--- src/hdl/sdrcb_defs.svh ---
/*
 * Constants of the SDRAM command, bank and read burst logic: pin field
 * positions, mode field layout, reset values and burst codes.
 * Assumes it is included by bare name wherever these macros are needed.
 */
`ifndef SDRCB_DEFS_SVH
`define SDRCB_DEFS_SVH

// ----------------------------------------------------------------------
// address pin fields
// ----------------------------------------------------------------------
`define SDRCB_AP_BIT 10
`define SDRCB_COL_MSB 7
`define SDRCB_ROW_W 12
`define SDRCB_COL_W 8
`define SDRCB_BANKS 4
`define SDRCB_LANES 4

// ----------------------------------------------------------------------
// mode field layout and reset values
// ----------------------------------------------------------------------
`define SDRCB_MR_BL_LSB 0
`define SDRCB_MR_BL_MSB 2
`define SDRCB_MR_CL_LSB 4
`define SDRCB_MR_CL_MSB 6
`define SDRCB_BL_RESET 3'h0
`define SDRCB_CL_RESET 3'h2
`define SDRCB_CL_THREE 3'h3

// ----------------------------------------------------------------------
// burst codes and lengths
// ----------------------------------------------------------------------
`define SDRCB_BL_1 3'h0
`define SDRCB_BL_2 3'h1
`define SDRCB_BL_4 3'h2
`define SDRCB_BL_8 3'h3
`define SDRCB_BL_FULL 3'h7
`define SDRCB_LAST_COL 8'hFF

`endif

--- src/hdl/sdrcb_pkg.sv ---
/*
 * Types of the SDRAM command, bank and read burst logic.
 * Assumes nothing beyond a SystemVerilog compiler.
 */
package sdrcb_pkg;

    typedef enum logic [3:0] {
        SDRCB_CMD_NONE,
        SDRCB_CMD_DESELECT,
        SDRCB_CMD_NOP,
        SDRCB_CMD_ROW_OPEN,
        SDRCB_CMD_CLOSE,
        SDRCB_CMD_READ,
        SDRCB_CMD_WRITE,
        SDRCB_CMD_BURST_STOP,
        SDRCB_CMD_MODE_SET,
        SDRCB_CMD_AUTO_REFRESH,
        SDRCB_CMD_SELF_REFRESH
    } sdrcb_cmd_t;

    typedef enum logic [1:0] {
        SDRCB_PWR_RUN,
        SDRCB_PWR_SUSPEND,
        SDRCB_PWR_DOWN,
        SDRCB_PWR_SELF_REFRESH
    } sdrcb_pwr_t;

endpackage

--- src/hdl/sdrcb_decode.sv ---
/*
 * Command decoder: turns the sampled command pins into one command.
 * Assumes all inputs are sampled on the same clock as the caller's logic.
 */
`timescale 1ns/100ps
module sdrcb_decode (
    input wire logic cke_prev,
    input wire logic cke,
    input wire logic cs_n,
    input wire logic ras_n,
    input wire logic cas_n,
    input wire logic we_n,
    output sdrcb_pkg::sdrcb_cmd_t cmd
);
    import sdrcb_pkg::*;

    always_comb begin
        cmd = SDRCB_CMD_NONE;
        if (!cke_prev) begin
            cmd = SDRCB_CMD_NONE;
        end else if (cs_n) begin
            cmd = SDRCB_CMD_DESELECT;
        end else begin
            case ({ras_n, cas_n, we_n})
                3'h7: cmd = SDRCB_CMD_NOP;
                3'h3: cmd = SDRCB_CMD_ROW_OPEN;
                3'h2: cmd = SDRCB_CMD_CLOSE;
                3'h5: cmd = SDRCB_CMD_READ;
                3'h4: cmd = SDRCB_CMD_WRITE;
                3'h6: cmd = SDRCB_CMD_BURST_STOP;
                3'h0: cmd = SDRCB_CMD_MODE_SET;
                3'h1: cmd = cke ? SDRCB_CMD_AUTO_REFRESH : SDRCB_CMD_SELF_REFRESH;
                default: cmd = SDRCB_CMD_NOP;
            endcase
        end
    end

endmodule

--- src/hdl/sdrcb_read_pipe.sv ---
/*
 * Read output stage: CAS latency delay and byte mask gating of the data pins.
 * Assumes the array word for the issued column is valid in the same cycle.
 */
`timescale 1ns/100ps
`include "sdrcb_defs.svh"
module sdrcb_read_pipe (
    input wire logic clock,
    input wire logic rst_n,
    input wire logic run,
    input wire logic cl3,
    input wire logic issue_valid,
    input wire logic [31:0] issue_data,
    input wire logic [3:0] dqm,
    output logic [31:0] dq_out,
    output logic [3:0] dq_oe_n
);
    import sdrcb_pkg::*;

    logic stage_valid_reg;
    logic [31:0] stage_data_reg;
    logic [3:0] dqm_reg;
    logic src_valid;
    logic [31:0] src_data;

    // ----------------------------------------------------------------------
    // latency selection
    // ----------------------------------------------------------------------
    assign src_valid = cl3 ? stage_valid_reg : issue_valid;
    assign src_data = cl3 ? stage_data_reg : issue_data;

    always_ff @(posedge clock) begin
        if (!rst_n) begin
            stage_valid_reg <= 1'b0;
            stage_data_reg <= 32'h0;
        end else if (run) begin
            stage_valid_reg <= issue_valid;
            stage_data_reg <= issue_data;
        end
    end

    // ----------------------------------------------------------------------
    // byte mask, two clocks ahead of the data it gates
    // ----------------------------------------------------------------------
    always_ff @(posedge clock) begin
        if (!rst_n) begin
            dqm_reg <= 4'hF;
        end else if (run) begin
            dqm_reg <= dqm;
        end
    end

    always_ff @(posedge clock) begin
        if (!rst_n) begin
            dq_out <= 32'h0;
            dq_oe_n <= 4'hF;
        end else if (run) begin
            dq_out <= src_data;
            for (int i = 0; i < `SDRCB_LANES; i++) begin
                dq_oe_n[i] <= ~(src_valid & ~dqm_reg[i]);
            end
        end
    end

    AST_DQM_LATENCY: assert property (@(posedge clock) disable iff (!rst_n)
        (run && dqm[0]) ##1 run |=> dq_oe_n[0])
        else $error("masked lane drove data two clocks after mask");

    AST_IDLE_RELEASE: assert property (@(posedge clock) disable iff (!rst_n)
        (run && !issue_valid && !stage_valid_reg) |=> (dq_oe_n == 4'hF))
        else $error("data pins driven with no burst word");

endmodule

--- src/hdl/sdrcb_top.sv ---
/*
 * SDRAM command decoding, bank state and read/write burst sequencing.
 * Assumes a controller on the same clock drives the pins, and an array
 * that returns the addressed word combinationally.
 */
`timescale 1ns/100ps
`include "sdrcb_defs.svh"
module sdrcb_top (
    input wire logic clock,
    input wire logic rst_n,
    input wire logic cke,
    input wire logic cs_n,
    input wire logic ras_n,
    input wire logic cas_n,
    input wire logic we_n,
    input wire logic [1:0] ba,
    input wire logic [11:0] addr,
    input wire logic [3:0] dqm,
    input wire logic [31:0] dq_in,
    output logic [31:0] dq_out,
    output logic [3:0] dq_oe_n,
    output logic [1:0] array_bank,
    output logic [11:0] array_row,
    output logic [7:0] array_col,
    input wire logic [31:0] array_rdata,
    output logic array_we,
    output logic [31:0] array_wdata,
    output logic [3:0] array_be,
    output sdrcb_pkg::sdrcb_pwr_t power_state
);
    import sdrcb_pkg::*;

    // ----------------------------------------------------------------------
    // helpers
    // ----------------------------------------------------------------------
    function automatic logic [8:0] burst_len(input logic [2:0] bl);
        case (bl)
            `SDRCB_BL_1: burst_len = 9'h001;
            `SDRCB_BL_2: burst_len = 9'h002;
            `SDRCB_BL_4: burst_len = 9'h004;
            `SDRCB_BL_8: burst_len = 9'h008;
            default: burst_len = 9'h100;
        endcase
    endfunction

    function automatic logic [7:0] next_col(input logic [7:0] col, input logic [2:0] bl);
        logic [7:0] inc;
        logic [7:0] wrap;
        inc = col + 8'h01;
        case (bl)
            `SDRCB_BL_2: wrap = 8'h01;
            `SDRCB_BL_4: wrap = 8'h03;
            `SDRCB_BL_8: wrap = 8'h07;
            default: wrap = 8'hFF;
        endcase
        next_col = (col & ~wrap) | (inc & wrap);
    endfunction

    logic cke_reg;
    logic run;
    sdrcb_cmd_t cmd;
    logic [2:0] cl_reg;
    logic [2:0] bl_reg;
    logic [3:0] bank_open_reg;
    logic [11:0] bank_row_reg [0:3];
    logic burst_act_reg;
    logic burst_wr_reg;
    logic burst_ap_reg;
    logic [8:0] remain_reg;
    logic burst_last;
    logic ap_close;
    logic addr_ap;
    logic col_cmd;

    // ----------------------------------------------------------------------
    // clock enable and command decode
    // ----------------------------------------------------------------------
    always_ff @(posedge clock) begin
        if (!rst_n) begin
            cke_reg <= 1'b1;
        end else begin
            cke_reg <= cke;
        end
    end

    assign run = cke_reg;
    assign addr_ap = addr[`SDRCB_AP_BIT];

    sdrcb_decode u_decode (
        .cke_prev(cke_reg),
        .cke(cke),
        .cs_n(cs_n),
        .ras_n(ras_n),
        .cas_n(cas_n),
        .we_n(we_n),
        .cmd(cmd)
    );

    assign col_cmd = (cmd == SDRCB_CMD_READ || cmd == SDRCB_CMD_WRITE) && bank_open_reg[ba];
    assign burst_last = burst_act_reg && (bl_reg != `SDRCB_BL_FULL) && (remain_reg == 9'h001);
    assign ap_close = burst_last && burst_ap_reg && run;

    // ----------------------------------------------------------------------
    // power modes
    // ----------------------------------------------------------------------
    always_ff @(posedge clock) begin
        if (!rst_n) begin
            power_state <= SDRCB_PWR_RUN;
        end else if (cke_reg && !cke) begin
            if (burst_act_reg) begin
                power_state <= SDRCB_PWR_SUSPEND;
            end else if (cmd == SDRCB_CMD_SELF_REFRESH && bank_open_reg == 4'h0) begin
                power_state <= SDRCB_PWR_SELF_REFRESH;
            end else begin
                power_state <= SDRCB_PWR_DOWN;
            end
        end else if (!cke_reg && cke) begin
            power_state <= SDRCB_PWR_RUN;
        end
    end

    // ----------------------------------------------------------------------
    // mode settings
    // ----------------------------------------------------------------------
    always_ff @(posedge clock) begin
        if (!rst_n) begin
            cl_reg <= `SDRCB_CL_RESET;
            bl_reg <= `SDRCB_BL_RESET;
        end else if (cmd == SDRCB_CMD_MODE_SET && bank_open_reg == 4'h0) begin
            cl_reg <= addr[`SDRCB_MR_CL_MSB:`SDRCB_MR_CL_LSB];
            bl_reg <= addr[`SDRCB_MR_BL_MSB:`SDRCB_MR_BL_LSB];
        end
    end

    // ----------------------------------------------------------------------
    // bank state
    // ----------------------------------------------------------------------
    always_ff @(posedge clock) begin
        if (!rst_n) begin
            bank_open_reg <= 4'h0;
            for (int i = 0; i < `SDRCB_BANKS; i++) begin
                bank_row_reg[i] <= 12'h000;
            end
        end else begin
            if (ap_close) begin
                bank_open_reg[array_bank] <= 1'b0;
            end
            case (cmd)
                SDRCB_CMD_ROW_OPEN: begin
                    if (!bank_open_reg[ba]) begin
                        bank_open_reg[ba] <= 1'b1;
                        bank_row_reg[ba] <= addr;
                    end
                end
                SDRCB_CMD_CLOSE: begin
                    if (addr_ap) begin
                        bank_open_reg <= 4'h0;
                    end else begin
                        bank_open_reg[ba] <= 1'b0;
                    end
                end
                default: begin
                end
            endcase
        end
    end

    // ----------------------------------------------------------------------
    // burst sequencing
    // ----------------------------------------------------------------------
    always_ff @(posedge clock) begin
        if (!rst_n) begin
            burst_act_reg <= 1'b0;
            burst_wr_reg <= 1'b0;
            burst_ap_reg <= 1'b0;
            remain_reg <= 9'h000;
            array_bank <= 2'h0;
            array_row <= 12'h000;
            array_col <= 8'h00;
        end else if (run) begin
            if (burst_act_reg) begin
                array_col <= next_col(array_col, bl_reg);
                if (bl_reg != `SDRCB_BL_FULL) begin
                    remain_reg <= remain_reg - 9'h001;
                end
                if (burst_last) begin
                    burst_act_reg <= 1'b0;
                end
            end
            if (col_cmd) begin
                burst_act_reg <= 1'b1;
                burst_wr_reg <= (cmd == SDRCB_CMD_WRITE);
                burst_ap_reg <= addr_ap && (bl_reg != `SDRCB_BL_FULL);
                remain_reg <= burst_len(bl_reg);
                array_bank <= ba;
                array_row <= bank_row_reg[ba];
                array_col <= addr[`SDRCB_COL_MSB:0];
            end else if (cmd == SDRCB_CMD_BURST_STOP && burst_act_reg && !burst_ap_reg) begin
                burst_act_reg <= 1'b0;
            end else if (cmd == SDRCB_CMD_CLOSE && burst_act_reg && (addr_ap || ba == array_bank)) begin
                burst_act_reg <= 1'b0;
            end
        end
    end

    // ----------------------------------------------------------------------
    // write path into the array
    // ----------------------------------------------------------------------
    always_ff @(posedge clock) begin
        if (!rst_n) begin
            array_we <= 1'b0;
            array_wdata <= 32'h0;
            array_be <= 4'h0;
        end else begin
            array_we <= run && ((col_cmd && cmd == SDRCB_CMD_WRITE) ||
                (burst_act_reg && burst_wr_reg && !burst_last && !col_cmd && cmd != SDRCB_CMD_BURST_STOP));
            array_wdata <= dq_in;
            array_be <= ~dqm;
        end
    end

    // ----------------------------------------------------------------------
    // read output stage
    // ----------------------------------------------------------------------
    sdrcb_read_pipe u_read_pipe (
        .clock(clock),
        .rst_n(rst_n),
        .run(run),
        .cl3(cl_reg == `SDRCB_CL_THREE),
        .issue_valid(burst_act_reg && !burst_wr_reg),
        .issue_data(array_rdata),
        .dqm(dqm),
        .dq_out(dq_out),
        .dq_oe_n(dq_oe_n)
    );

    // ----------------------------------------------------------------------
    // checks
    // ----------------------------------------------------------------------
    AST_ROW_OPEN: assert property (@(posedge clock) disable iff (!rst_n)
        (cmd == SDRCB_CMD_ROW_OPEN && !bank_open_reg[ba])
        |=> bank_open_reg[$past(ba)] && bank_row_reg[$past(ba)] == $past(addr))
        else $error("row open did not open the bank");

    AST_CLOSE_ONE: assert property (@(posedge clock) disable iff (!rst_n)
        (cmd == SDRCB_CMD_CLOSE && !addr_ap) |=> !bank_open_reg[$past(ba)])
        else $error("single bank close left bank open");

    AST_CLOSE_ALL: assert property (@(posedge clock) disable iff (!rst_n)
        (cmd == SDRCB_CMD_CLOSE && addr_ap) |=> bank_open_reg == 4'h0)
        else $error("all bank close left a bank open");

    AST_DESELECT_IGNORED: assert property (@(posedge clock) disable iff (!rst_n)
        (cke_reg && cs_n && !burst_act_reg) |=> $stable(bank_open_reg) && $stable(cl_reg))
        else $error("deselected command changed state");

    AST_READ_START: assert property (@(posedge clock) disable iff (!rst_n)
        (cmd == SDRCB_CMD_READ && bank_open_reg[ba])
        |=> burst_act_reg && !burst_wr_reg && array_col == $past(addr[7:0]))
        else $error("read did not start at the given column");

    AST_FULL_PAGE_WRAP: assert property (@(posedge clock) disable iff (!rst_n)
        (run && burst_act_reg && bl_reg == `SDRCB_BL_FULL && array_col == `SDRCB_LAST_COL
        && cmd == SDRCB_CMD_NOP) |=> burst_act_reg && array_col == 8'h00)
        else $error("full page burst did not wrap to column zero");

    AST_SUSPEND_FREEZE: assert property (@(posedge clock) disable iff (!rst_n)
        !cke_reg |=> $stable(array_col) && $stable(remain_reg) && $stable(dq_oe_n))
        else $error("state moved while clock suspended");

    AST_SUSPEND_IN_BURST: assert property (@(posedge clock) disable iff (!rst_n)
        (cke_reg && !cke && burst_act_reg) |=> power_state == SDRCB_PWR_SUSPEND)
        else $error("power down entered inside a burst");

    AST_AUTO_CLOSE: assert property (@(posedge clock) disable iff (!rst_n)
        (ap_close && cmd == SDRCB_CMD_NOP) |=> !bank_open_reg[$past(array_bank)])
        else $error("auto precharge did not close the bank");

endmodule

--- config.mk ---
export PLATFORM = sky130hd
export DESIGN_NAME = sdrcb_top
export DESIGN_NICKNAME = d
export VERILOG_FILES = /design/src/hdl/sdrcb_pkg.sv /design/src/hdl/sdrcb_decode.sv /design/src/hdl/sdrcb_read_pipe.sv /design/src/hdl/sdrcb_top.sv
export VERILOG_INCLUDE_DIRS = /design/src /design/src/hdl
export SDC_FILE = /design/constraint.sdc
export NUM_CORES = 1
export LEC_CHECK = 0
export ABC_AREA = 1
export BUFFER_PORTS_ARGS = -buffer_cell sky130_fd_sc_hd__buf_4
export CAP_MARGIN = 20
export CORE_MARGIN = 2
export CORE_UTILIZATION = 54
export DETAILED_ROUTE_END_ITERATION = 8
export PLACE_DENSITY = 0.82
export SLEW_MARGIN = 15
export SYNTH_ARGS = -nofsm -noshare
export SYNTH_HDL_FRONTEND = slang
export SYNTH_SLANG_ARGS = --single-unit
export TNS_END_PERCENT = 10
--- constraint.sdc ---
create_clock -name clock -period 3.04 [get_ports clock]
set_input_delay 0.304 -clock clock [delete_from_list [all_inputs] [get_ports clock]]
set_output_delay 0.304 -clock clock [all_outputs]
set_load 0.01 [all_outputs]
==> flow_summary.ini, run 1 <==
[final_layout]
antenna_cells = 0
syn2layout_area_growth_pct = 28.2
utilization = 0.712
fillers = 1209
drive_gt1_frac = 0.182
stdcell_count = 1505
largest_reg_flops = 48
nets = 1375
stdcell_area_mm2 = 0.0109

[floorplan]
ioPinCount = 186
rows = 45
core_mm2 = 0.0153
die_w_um = 130
dieArea_mm2 = 0.0168
start_util = 0.556
die_h_um = 130

[sta]
final.setup.tns_ns = 0
max_freq_mhz = 391
fin_crit_sh = 0.842
hold_viol_final = 0
relSlewSlack = 0.280
rsz0062_at_grt = false
period_needed_ns = 2.56
hold_ws_ns = 0.0115
setup_viol = 0
worst_slack_ns = 0.480
clock-skew-final_ns = 0.00644
drv_slew = 0
tightest_slew_ns = 1.08

[yosys]
yosys_warnings = 0
syn_area_mm2 = 0.00851
yosysSeqAreaShare = 0.539
syn_nets = 1188
netlist_instances = 1095
synth-seq-cells = 205
avgSynthCellArea_um2 = 7.77
ys_types = 31

[grt]
grt_use_total = 0.260
globalRouteOverflowTotal = 0
grt_pass1_vias = 7289
grt_pass1_wl_mm = 35.2
grt_start_max_net_pins = 92
antenna_found_initial = 0

[clock_network]
h-tree-depth = 1
postCtsResizedCells = 0
cts_tree = yes
cts.sinks = 205
clock_latency_ns = 0.49
cts_root_buf = clkbuf_16
path_clk_slew_ns = 0.06
cts_made_buffers = 21
cts_setup_buffers = 0
cts.path.max_buffers = 3

[place]
gp_congestion = 0.878
post-place-ws_ns = 0.463
dp_hpwl_mm = 14.7
dp.cells = 1441
io_buffers = 185
placed_area_mm2 = 0.0100

[worst_setup_path]
critical_path_class = reg2reg
critPathMaxFanout = 35
required_ns = 3.17
end_kind = flip-flop
cp-start-kind = flip-flop
worstPathArrival_ns = 2.69

[power_and_ir_drop]
fin_total_pwr_mw = 6.05
power_density_mw_per_mm2 = 555
ir_drop_uv = 425
p_leak_nw = 5.31

[route]
vias_per_cell = 5.25
routed_wl_mm = 22.2
vias = 7905
wl_per_cell_um = 14.7
drc = 0
drtIter0Drc = 755
dr.pass1.iters = 5
ant_nets = 0

[run]
maxCapViolCount = 0

[run_status]
status = finished clean

[hold_path]
min_path_type = in2reg
cells in the final DEF, fill, tap and decap left out, types with 8 or more instances in the layout:
cell           instances
o211ai_1              37
a21oi_1               31
dfxtp_1              156
o21ai_0               70
nand3_1               98
inv_1                124
clkbuf_16             21
buf_4                195
clkbuf_1               8
nand4_1               18
dlygate4sd3_1         29
nor2_1               196
edfxtp_1              48
nand2_1              221
critical path, stage by stage, from the launching register on:
cell	delay, ns
dfxtp_4	0.55
inv_2	0.06
nor2_1	0.12
nand2_1	0.06
nor2_1	0.17
nand3_1	0.17
nor3_4	0.28
nand3_2	0.32
nand2_1	0.46
routing by layer:
| metal | GRT usage | part of all wire |
|---|---|---|
| met5 | 0 | 0 |
| met2 | 0.424 | 0.46 |
| met1 | 0.345 | 0.41 |
| met4 | 0.0791 | 0.025 |
| met3 | 0.0619 | 0.096 |
layout make-up:
| cell class | count | area (um2) | share of cell area |
|---|---|---|---|
| clock inverter | 3 | 18.8 | 0.00172 |
| tap | 211 | 264 | 0.0242 |
| clock buffer | 32 | 597 | 0.0547 |
| timing repair buffer | 224 | 1750 | 0.161 |
| sequential | 205 | 4590 | 0.421 |
| multi-input combinational | 703 | 3210 | 0.294 |
| inverter | 127 | 477 | 0.0437 |
kinds of logic (layout without fill, tap and decap cells):
| group | after synthesis | in the layout | synth area share |
|---|---|---|---|
| simple gates | 549 | 549 | 0.268 |
| flops | 205 | 205 | 0.539 |
| xor+xnor | 5 | 5 | 0.00515 |
| compound gates | 145 | 145 | 0.0976 |
| buf+inv | 187 | 386 | 0.0843 |
| fa+ha+maj | 4 | 4 | 0.00588 |
timing repair:
action / in CTS / in global routing
hold buffers: 29 / 0
endpoints found under the setup margin: 0 / 0
endpoints found under the hold margin: 29 / 0
where the power goes:
group / internal, mW / total (mW) / switching, mW
registers: 2.92 / 3.00 / 0.0767
clock network: 1.35 / 2.33 / 0.986
logic: 0.317 / 0.718 / 0.401
total: 4.59 / 6.05 / 1.46
path summary, 6_finish.rpt:
path,from,to,slack [ns],depth (start not counted)
min reg2reg,cl_reg[2],cl_reg[2],0.46,2
max reg2reg,cke_reg,bank_row_reg[1][8],0.48,8
max,cke_reg,bank_row_reg[1][8],0.48,8
min,dq_in[3],array_wdata[3],0.01,3
synthesized netlist by cell type, drive strengths merged:
| cell | instances | area, um2 |
|---|---|---|
| nand4 | 18 | 113 |
| nand3 | 100 | 510 |
| a21oi | 31 | 155 |
| ha | 4 | 50.1 |
| o21ai | 71 | 359 |
| edfxtp | 48 | 1440 |
| dfxtp | 157 | 3140 |
| o211ai | 37 | 278 |
| o21bai | 1 | 7.51 |
| buf | 25 | 109 |
| nand2 | 222 | 836 |
| a31oi | 1 | 6.26 |
| nor2 | 198 | 748 |
| nor4 | 1 | 6.26 |
| inv | 127 | 477 |
| xor2 | 3 | 26.3 |
| xnor2 | 2 | 17.5 |
| clkbuf | 35 | 131 |
| o22ai | 4 | 25.0 |
| and2 | 1 | 6.26 |
| or3 | 1 | 6.26 |
| or2 | 2 | 12.5 |
| nand3b | 1 | 7.51 |
| nor3 | 5 | 36.3 |
No activity file was read; power rests on OpenSTA's default activity.
==> inputs of run 2 (changes only) <==
clock period = 2.5 ns   (was 3.04 ns; I/O delays follow)
==> run 2 against run 1 <==
Sequential share of layout area down 1.7 points. Cell area up 4.3%. Utilization up 3.1 points. Critical endpoint is now bank_row_reg[2][7].
==> flow_summary.ini, run 2 (synthesis results as in run 1) <==
[run_status]
status = finished clean

[final_layout]
most-common-layout-cells = nand2_1, buf_4, nor2_1, dfxtp_1, inv_1
syn2layout_area_growth_pct = 33.7
seqCellArea_mm2 = 0.00459
largest_reg_flops = 48
final_common_cell = nand2_1
nets = 1419
antenna_cells = 0
drive_gt1_frac = 0.186
stdcell_area_mm2 = 0.0114
fillers = 1121
multi_input_area_mm2 = 0.00321

[clock_network]
path_clk_slew_ns = 0.06
h-tree-depth = 1
cts_root_buf = clkbuf_16
cts_setup_buffers = 0
cts_tree = yes
cts.sinks = 205
cts.path.max_buffers = 3
postCtsHoldBufs = 62
clock_latency_ns = 0.50
postCtsResizedCells = 0
cts_made_buffers = 22

[route]
ant_nets = 0
dr.pass1.iters = 5
wl_per_cell_um = 14.9
vias = 8031
drtIter0Drc = 736
vias_per_cell = 5.17
routed_wl_mm = 23.2
drc = 0

[sta]
relSlewSlack = 0.601
fin_crit_sh = 0.883
drv_slew = 0
rsz0062_at_grt = false
final.setup.tns_ns = 0
clock-skew-final_ns = 0.00753
tightest_slew_ns = 0.599
setup_viol = 0
max_freq_mhz = 453
period_needed_ns = 2.21
hold_viol_final = 0
worst_slack_ns = 0.293
hold_ws_ns = 0.0108

[floorplan]
die_w_um = 130
ioPinCount = 186
rows = 45
die_h_um = 130
start_util = 0.556
dieArea_mm2 = 0.0168
core_mm2 = 0.0153

[hold_path]
holdPathStages = 3
min_path_type = in2reg

[worst_setup_path]
critPathMaxFanout = 12
cp-start-kind = flip-flop
worstRegToRegCells = 8
critical_path_class = reg2reg
worstPathArrival_ns = 2.34
required_ns = 2.63
end_kind = flip-flop

[grt]
grt_pass1_vias = 7457
antenna_found_initial = 0
grt_use_total = 0.274
grt_pass1_wl_mm = 36.7
grt_start_max_net_pins = 65
globalRouteOverflowTotal = 0

[place]
placed_area_mm2 = 0.0101
gp_congestion = 0.888
io_buffers = 185
dp_hpwl_mm = 14.8
post-place-ws_ns = 0.308

[run]
maxCapViolCount = 0

[power_and_ir_drop]
ir_drop_uv = 498
fin_total_pwr_mw = 7.63
p_leak_nw = 5.53
power_density_mw_per_mm2 = 671
==> run 2: per-stage QoR <==
step,utilization,instances
6_report,0.743,1552
5_1_grt,0.743,1552
4_1_cts,0.743,1552
3_5_place_dp,0.658,1451
3_3_place_gp,0.658,1451
2_1_floorplan,-,1095
==> run 2: critical path, stage by stage (launching register included) <==
cell and delay (ns):
dfxtp_4 0.38, inv_2 0.04, nor2_1 0.12, nand2_1 0.07, nor2_1 0.18, nand3_1 0.25
nor3_4 0.30, nand2_1 0.11, nand2_1 0.39
==> run 2: metal layers <==
metal / global-route usage / routed length (um)
met4: 0.0867 / 641
met2: 0.439 / 10700
met1: 0.373 / 9810
met5: 0 / 0
met3: 0.0611 / 2020
==> run 2: worst paths after layout <==
path,start,endpoint,slack (ns)
worst max-delay path,cke_reg,bank_row_reg[2][7],0.29
worst min-delay path,array_rdata[10],u_read_pipe.stage_data_reg[10],0.01
worst max register to register,cke_reg,bank_row_reg[2][7],0.29
worst min register to register,power_state[0],power_state[0],0.46
==> run 2: layout make-up <==
cell class | count | share of cell area
clock buffers | 29 | 0.0553
well taps | 211 | 0.0232
clock inverters | 10 | 0.00462
flip-flops and latches | 205 | 0.403
multi-input cells | 703 | 0.282
inverters | 127 | 0.0419
repair buffers | 267 | 0.190
==> run 2: power by group <==
group / switching [mW] / leakage, nW / internal, mW
logic: 0.507 / 3.38 / 0.424
registers: 0.0910 / 1.81 / 3.56
clock network: 1.28 / 0.337 / 1.77
